===== src/hw/sbef_pkg.sv =====
// shared constants and carrier types for the start-up / brownout / error flag sequencer
package sbef_pkg;
    localparam int unsigned CLK_FREQ_HZ     = 125_000_000;
    localparam int unsigned STARTUP_TIME_NS = 100_000;
    localparam int unsigned BROWNOUT_TIME_NS = 25_000;
    localparam int unsigned OVERRANGE_TIME_NS = 3_000;
    localparam int unsigned CLK_PERIOD_NS   = 1_000_000_000 / CLK_FREQ_HZ;
    // least times, rounded up to whole cycles
    localparam int unsigned STARTUP_CYCLES   =
        (STARTUP_TIME_NS + CLK_PERIOD_NS - 1) / CLK_PERIOD_NS;
    localparam int unsigned BROWNOUT_CYCLES  =
        (BROWNOUT_TIME_NS + CLK_PERIOD_NS - 1) / CLK_PERIOD_NS;
    localparam int unsigned OVERRANGE_CYCLES =
        (OVERRANGE_TIME_NS + CLK_PERIOD_NS - 1) / CLK_PERIOD_NS;
    localparam int unsigned CNT_W = 16;
    localparam logic [CNT_W-1:0] CNT_ZERO = 16'h0000;
    localparam logic [CNT_W-1:0] CNT_ONE  = 16'h0001;

    typedef enum logic [1:0] {
        SBEF_ST_OFF    = 2'b00,
        SBEF_ST_SETTLE = 2'b01,
        SBEF_ST_RUN    = 2'b11
    } sbef_state_type;

    // supply comparator levels, all asynchronous to clk
    typedef struct packed {
        logic above_por;   // rail above power-on threshold
        logic below_bod;   // rail below brownout level
        logic deep_dip;    // rail at or below deep-dip threshold
    } sbef_supply_type;

    // fault detector levels, all asynchronous to clk
    typedef struct packed {
        logic offset_high; // hall offset beyond limit
        logic hall_open;   // hall terminal disconnected
        logic overload;    // amplifier out of linear range
    } sbef_fault_type;

    // open-drain pin: low only, oe high while pulling down
    typedef struct packed {
        logic o;
        logic oe;
    } sbef_od_type;
endpackage : sbef_pkg


===== src/hw/sbef_persist.sv =====
// persistence filter: output rises once input has stayed high for a set number of cycles
`timescale 1ns/1ps
module sbef_persist #(
    parameter logic [sbef_pkg::CNT_W-1:0] HOLD_CYCLES = 16'h0001
) (
    input  wire logic clk,
    input  wire logic rst,
    input  wire logic level_in,
    output logic      qualified
);
    logic [sbef_pkg::CNT_W-1:0] count_ff;
    logic                       qual_ff;

    always_ff @(posedge clk) begin
        if (rst || !level_in) begin
            count_ff <= sbef_pkg::CNT_ZERO;
        end else if (count_ff != HOLD_CYCLES) begin
            count_ff <= count_ff + sbef_pkg::CNT_ONE;
        end
    end

    // drops at once when input falls; short pulses never reach the count
    always_ff @(posedge clk) begin
        if (rst || !level_in) begin
            qual_ff <= 1'b0;
        end else if (count_ff == HOLD_CYCLES - sbef_pkg::CNT_ONE) begin
            qual_ff <= 1'b1;
        end
    end

    assign qualified = qual_ff;
endmodule : sbef_persist


===== src/hw/sbef_sequencer.sv =====
// power-on / brownout sequencer with error and overrange open-drain flags
//
// How it works
// [RL1] start-up begins when rail passes power-on threshold
// [RL2] wait 100 us settling after power-on
// [RL3] both coil drivers forced low while settling
// [RL4] faults ignored, error flag low while settling
// [RL5] measurement output invalid until settling completes
// [RL6] brownout shorter than 25 us is ignored
// [RL7] brownout longer than 25 us resets device
// [RL8] deep dip resets device regardless of duration
// [RL9] rerun full start-up after any reset
// [RL10] error flag low on excessive hall offset
// [RL11] error flag low on open hall terminal
// [RL12] error flag releases itself once faults clear
// [RL13] flags are open-drain active low, pulled up outside
// [RL14] after brownout, flag held until start-up ends
// [RL15] overrange flag after 3 us overload, releases at end
// [RL16] timers are cycle counters from the clock rate
`timescale 1ns/1ps
module sbef_sequencer (
    input  wire logic                     clk,
    input  wire logic                     rst,
    input  wire sbef_pkg::sbef_supply_type supply,
    input  wire sbef_pkg::sbef_fault_type  fault,
    input  wire logic                     coil_req_pos,
    input  wire logic                     coil_req_neg,
    output logic                          coil_drive_pos,
    output logic                          coil_drive_neg,
    output logic                          measurement_output_valid,
    output sbef_pkg::sbef_od_type          error_n,
    output sbef_pkg::sbef_od_type          overrange_n,
    output logic                          por_pulse
);
    localparam logic [sbef_pkg::CNT_W-1:0] STARTUP_CNT =
        sbef_pkg::CNT_W'(sbef_pkg::STARTUP_CYCLES);
    localparam logic [sbef_pkg::CNT_W-1:0] BROWNOUT_CNT =
        sbef_pkg::CNT_W'(sbef_pkg::BROWNOUT_CYCLES);
    localparam logic [sbef_pkg::CNT_W-1:0] OVERRANGE_CNT =
        sbef_pkg::CNT_W'(sbef_pkg::OVERRANGE_CYCLES);

    // run-state decode shared by drivers, valid and the error flag
    function automatic logic in_run(input sbef_pkg::sbef_state_type st);
        return (st == sbef_pkg::SBEF_ST_RUN);
    endfunction : in_run

    // two-stage synchronisers for all analog comparator levels
    // comparators may chatter near threshold; the persist filters absorb it on below_bod and overload only
    sbef_pkg::sbef_supply_type sup_meta_ff;
    sbef_pkg::sbef_supply_type sup_sync_ff;
    sbef_pkg::sbef_fault_type  flt_meta_ff;
    sbef_pkg::sbef_fault_type  flt_sync_ff;

    always_ff @(posedge clk) begin
        if (rst) begin
            sup_meta_ff <= '0;
            sup_sync_ff <= '0;
        end else begin
            sup_meta_ff <= supply;
            sup_sync_ff <= sup_meta_ff;
        end
    end

    always_ff @(posedge clk) begin
        if (rst) begin
            flt_meta_ff <= '0;
            flt_sync_ff <= '0;
        end else begin
            flt_meta_ff <= fault;
            flt_sync_ff <= flt_meta_ff;
        end
    end

    // brownout qualifier: only dips lasting the full window count
    logic brownout_long;
    sbef_persist #(
        .HOLD_CYCLES(BROWNOUT_CNT)
    ) u_brownout (
        .clk      (clk),
        .rst      (rst),
        .level_in (sup_sync_ff.below_bod),
        .qualified(brownout_long)                            // see [RL6] see [RL7] see [RL16]
    );

    // overload qualifier for the overrange flag
    logic overload_long;
    sbef_persist #(
        .HOLD_CYCLES(OVERRANGE_CNT)
    ) u_overrange (
        .clk      (clk),
        .rst      (rst),
        .level_in (flt_sync_ff.overload),
        .qualified(overload_long)                            // see [RL15] see [RL16]
    );

    // internal power-on reset: long brownout or deep dip
    logic por_event;
    assign por_event = brownout_long || sup_sync_ff.deep_dip; // see [RL7] see [RL8]

    sbef_pkg::sbef_state_type   state_ff;
    sbef_pkg::sbef_state_type   nxt_state;
    logic [sbef_pkg::CNT_W-1:0] settle_cnt_ff;
    logic                       settle_done;

    assign settle_done = (settle_cnt_ff == STARTUP_CNT - sbef_pkg::CNT_ONE); // see [RL2]

    always_comb begin
        nxt_state = state_ff;
        case (state_ff)
            sbef_pkg::SBEF_ST_OFF: begin
                if (!por_event && sup_sync_ff.above_por) begin
                    nxt_state = sbef_pkg::SBEF_ST_SETTLE;          // see [RL1] see [RL9]
                end
            end
            sbef_pkg::SBEF_ST_SETTLE: begin
                if (por_event) begin
                    nxt_state = sbef_pkg::SBEF_ST_OFF;
                end else if (settle_done) begin
                    nxt_state = sbef_pkg::SBEF_ST_RUN;             // see [RL2]
                end
            end
            sbef_pkg::SBEF_ST_RUN: begin
                if (por_event) begin
                    nxt_state = sbef_pkg::SBEF_ST_OFF;             // see [RL7] see [RL8]
                end
            end
            default: begin
                nxt_state = sbef_pkg::SBEF_ST_OFF;
            end
        endcase
    end

    always_ff @(posedge clk) begin
        if (rst) begin
            state_ff <= sbef_pkg::SBEF_ST_OFF;
        end else begin
            state_ff <= nxt_state;
        end
    end

    // settling timer runs only in the settle state, so every rerun starts from zero
    always_ff @(posedge clk) begin
        if (rst || state_ff != sbef_pkg::SBEF_ST_SETTLE) begin
            settle_cnt_ff <= sbef_pkg::CNT_ZERO;
        end else begin
            settle_cnt_ff <= settle_cnt_ff + sbef_pkg::CNT_ONE; // see [RL16]
        end
    end

    // one-cycle pulse marking an internal power-on reset taking effect
    logic por_pulse_ff;
    always_ff @(posedge clk) begin
        if (rst) begin
            por_pulse_ff <= 1'b0;
        end else begin
            por_pulse_ff <= por_event && (state_ff != sbef_pkg::SBEF_ST_OFF);
        end
    end
    assign por_pulse = por_pulse_ff;

    logic running;
    assign running = in_run(state_ff);

    // drivers and valid registered; drivers off in any non-run state
    logic drive_pos_ff;
    logic drive_neg_ff;
    logic valid_ff;
    always_ff @(posedge clk) begin
        if (rst || !in_run(nxt_state)) begin
            drive_pos_ff <= 1'b0;                               // see [RL3]
            drive_neg_ff <= 1'b0;                               // see [RL3]
        end else begin
            drive_pos_ff <= coil_req_pos;
            drive_neg_ff <= coil_req_neg;
        end
    end

    // keyed to nxt_state so valid drops on the very edge the state leaves run
    always_ff @(posedge clk) begin
        if (rst) begin
            valid_ff <= 1'b0;
        end else begin
            valid_ff <= in_run(nxt_state);                      // see [RL5]
        end
    end

    assign coil_drive_pos           = drive_pos_ff;
    assign coil_drive_neg           = drive_neg_ff;
    assign measurement_output_valid = valid_ff;

    // error flag: held during off/settle, then live fault sources or por_event, no latching
    logic err_ff;
    logic ovr_ff;
    logic fault_live;
    assign fault_live = flt_sync_ff.offset_high       // see [RL10]
                     || flt_sync_ff.hall_open;        // see [RL11]

    always_ff @(posedge clk) begin
        if (rst) begin
            err_ff <= 1'b1;
        end else if (!running) begin
            err_ff <= 1'b1;                           // see [RL4] see [RL14]
        end else begin
            err_ff <= fault_live || por_event;        // see [RL12]
        end
    end

    always_ff @(posedge clk) begin
        if (rst) begin
            ovr_ff <= 1'b0;
        end else begin
            ovr_ff <= overload_long;                  // see [RL15]
        end
    end

    // pull down only; the high level comes from the external pull-up
    assign error_n.o      = 1'b0;                     // see [RL13]
    assign error_n.oe     = err_ff;                   // see [RL13]
    assign overrange_n.o  = 1'b0;
    assign overrange_n.oe = ovr_ff;                   // see [RL13]
endmodule : sbef_sequencer


===== config.mk =====
export PLATFORM = sky130hd
export DESIGN_NAME = sbef_sequencer
export DESIGN_NICKNAME = d
export VERILOG_FILES = /design/src/hw/sbef_pkg.sv /design/src/hw/sbef_persist.sv /design/src/hw/sbef_sequencer.sv
export SDC_FILE = /design/constraint.sdc
export NUM_CORES = 1
export LEC_CHECK = 0
export BUFFER_PORTS_ARGS = -buffer_cell sky130_fd_sc_hd__buf_2
export CORE_MARGIN = 2
export CORE_UTILIZATION = 60
export CTS_BUF_LIST = sky130_fd_sc_hd__clkbuf_16
export CTS_CLUSTER_SIZE = 12
export DETAILED_ROUTE_END_ITERATION = 8
export HOLD_SLACK_MARGIN = 0.15
export PLACE_DENSITY = 0.79
export SYNTH_ARGS = -nofsm -noshare
export SYNTH_HDL_FRONTEND = slang
export SYNTH_SLANG_ARGS = --single-unit

===== constraint.sdc =====
create_clock -name clk -period 1.8 [get_ports clk]
set_input_delay 0.36 -clock clk [delete_from_list [all_inputs] [get_ports clk]]
set_output_delay 0.36 -clock clk [all_outputs]
set_load 0.005 [all_outputs]

==> impl_metrics.ini <==
[status]
status = finished clean

[cts]
cts-root-buf = clkbuf_16
h-tree-depth = 3
cts_sinks = 70
tritoncts = yes
insertion_delay_ps = 330
clk_pin_slew_ps = 60
cts_buffers = 9
cts_buffer_depth = 2

[global_routing]
grt_pass1_wl_um = 9650
grt_max_degree = 22
antenna_found_initial = 0
grtUsageTotal_pct = 22.5
grt_overflow = 0
grt_pass1_vias = 2215

[logic_synthesis]
synth_ff_type = dfxtp_1
async_flop_share_pct = 0
synth_edf_count = 0
syn_area_sq_mm = 0.00304
syn_avg_cell_area_sq_um = 8.95
postSynthCellCount = 340
synth_cell_types = 38
synth_seq_cells = 70
ys_seq_area_share_pct = 46.1
yosys_warnings = 0

[placement]
post-place-ws_ps = 66.6
dp_hpwl_um = 3750
io_buffers = 15
gp_congestion = 0.804

[min_path]
hp-start = fault[1]
whs_endpoint = flt_meta_ff[1]
holdPathStages = 2
hp-class = in2reg

[routing]
drtIter0Drc = 91
antenna_left = 0
first_pass_iters = 4
viasPerCell = 5.70
vias = 2461
drc = 0
routed_wirelength_um = 5730
wl_per_cell_um = 13.3

[timing]
relSlewSlack_pct = 66.9
grt_setup_unrepaired = false
timing.final.crit_share_pct = 92.7
setup_slack_ps = 132
finalSetupTns_ps = 0
slew_viol_final = 0
setup_viol = 0
period_needed_ps = 1670
fmax_mhz = 599
hold_viol_final = 0
tightest_slew_ps = 492
finalClockSkew_ps = 9.41

[worst_setup_path]
worst_path_max_delay_cell = o41a_1
crit_chain = ha_1, nand3_2, o41a_1, nor3b_1
cp-start-kind = register
crit_start = settle_cnt_ff[1]
crit_buf_inv = 0
r2r_slack_ps = 130
regToRegStartpoint = settle_cnt_ff[1]
cp_data_arrival_time_ps = 1930
path_class = reg2reg
slowest_delay_ps = 520
cp-end-kind = register
reg2reg_to = coil_drive_neg
reg2regPathDepth = 4
critPathTopFamily = compound AO/OA/AOI/OAI gates
critical_path_peak_fanout = 8
worstPathRequired_ps = 2060

[cells_and_area]
multiInputGateArea_sq_mm = 0.00153
final_cell_mix = dfxtp_1, nand2_1, a21oi_1
finalNetCount = 376
areaGrowthSynthToFinish_pct = 15.3
drive_gt1_share_pct = 11.2
nFillCells = 414
layout_commonest_cell = dfxtp_1
antenna_cells = 0
regArea_sq_mm = 0.00140

[floorplanning]
die_area_sq_mm = 0.00566
die_w_um = 75.2
std_cell_rows = 25
initial_core_util_pct = 63.1
fp.coreArea_sq_mm = 0.00482
die-height_um = 75.2
ios = 18

[power_and_ir_drop]
power_density_mw_per_mm2 = 978
leakage_nw = 1.11
irDropWorstVdd_mv = 0.771

[run]
drv_cap = 0
==> how the worst max path moves through the flow <==
stage	end	slack, ps	cells past startpoint
after detailed placement	coil_drive_neg	70	4
after global placement	coil_drive_neg	190	4
after floorplan	coil_drive_neg	280	3
after global routing	coil_drive_neg	40	4
final	coil_drive_neg	130	4
after CTS	coil_drive_neg	80	4
==> cells by family (layout without fill, tap and decap cells) <==
group / count (synthesis) / in the layout / synth area share [%]
AO/OA/AOI/OAI: 53 / 53 / 10.2
XOR/XNOR: 5 / 5 / 1.44
adder cells (fa/ha/maj): 6 / 6 / 2.47
buffers and inverters: 29 / 53 / 4.07
flip-flops: 70 / 70 / 46.1
multiplexers: 16 / 16 / 5.27
other: 1 / 2 / 0.123
AND/OR/NAND/NOR: 160 / 160 / 30.4
==> flip-flops by register name, indices dropped and copies added, names as in the netlist, 2 cells and up <==
name and count:
u_brownout.count_ff 16, sup_sync_ff 3, sup_meta_ff 3, u_overrange.count_ff 16, settle_cnt_ff 16, state_ff 2, flt_meta_ff 3, flt_sync_ff 3
==> per-stage QoR <==
| step | cells | util [%] | instance area, sq um | hold WS [ps] | total power, W |
|---|---|---|---|---|---|
| 2_1_floorplan | 341 | - | 3050 | 391 | 0.00164 |
| 3_3_place_gp | 416 | 66.4 | 3200 | 416 | 0.00166 |
| 3_5_place_dp | 416 | 66.4 | 3200 | 407 | 0.00166 |
| 4_1_cts | 432 | 72.7 | 3500 | 228 | 0.00345 |
| 5_1_grt | 432 | 72.8 | 3510 | 230 | 0.00352 |
| 6_report | 432 | 72.8 | 3510 | 231 | 0.00343 |
==> Yosys cell counts (10+ instances only) <==
| library cell | instances | area [sq um] |
|---|---|---|
| nor4_1 | 16 | 100 |
| or4_1 | 12 | 90.1 |
| nand4_1 | 11 | 68.8 |
| mux2i_1 | 16 | 160 |
| clkbuf_1 | 11 | 41.3 |
| o21ai_0 | 15 | 75.1 |
| a21oi_1 | 20 | 100 |
| or3_1 | 11 | 68.8 |
| dfxtp_1 | 70 | 1400 |
| nand2b_1 | 15 | 93.8 |
| nand2_1 | 31 | 116 |
| nand3_1 | 20 | 100 |
| inv_1 | 13 | 48.8 |
| o31ai_1 | 10 | 75.1 |
| nor2b_1 | 15 | 93.8 |
==> routing by layer <==
| layer | track usage, % | share of wire (%) | up-vias |
|---|---|---|---|
| li1 | - | - | 1269 |
| met1 | 27.2 | 47 | 1156 |
| met2 | 37.1 | 49 | 30 |
| met3 | 9.37 | 3.5 | 6 |
| met4 | 6.24 | 0.93 | 0 |
| met5 | 0 | 0 | - |
==> what timing repair did <==
action,4_1_cts,5_1_grt
setup endpoints to repair,0,2
setup buffers,0,0
resized for setup,0,1
hold buffers,0,0
==> worst reg2reg max path, stage by stage, from the launching register on <==
cell     delay (ps)
dfxtp_1         400
ha_1            280
nand3_2         180
o41a_1          520
nor3b_1         210
==> where the power goes <==
| group | leakage [nW] | total, W | switching [W] | internal, W |
|---|---|---|---|---|
| registers | 0.567 | 0.00157 | 0.00000705 | 0.00156 |
| logic | 0.391 | 0.0000583 | 0.0000305 | 0.0000278 |
| clock network | 0.151 | 0.00180 | 0.000709 | 0.00109 |
==> cell type report <==
cell class | instances | area share (%)
Timing Repair Buffer | 24 | 4.07
Sequential cell | 70 | 40.0
Inverter | 13 | 1.39
Multi-Input combinational cell | 242 | 43.5
Tap cell | 67 | 2.39
Clock buffer | 9 | 6.42
Clock inverter | 7 | 2.25
No activity file was read; power rests on OpenSTA's default activity.
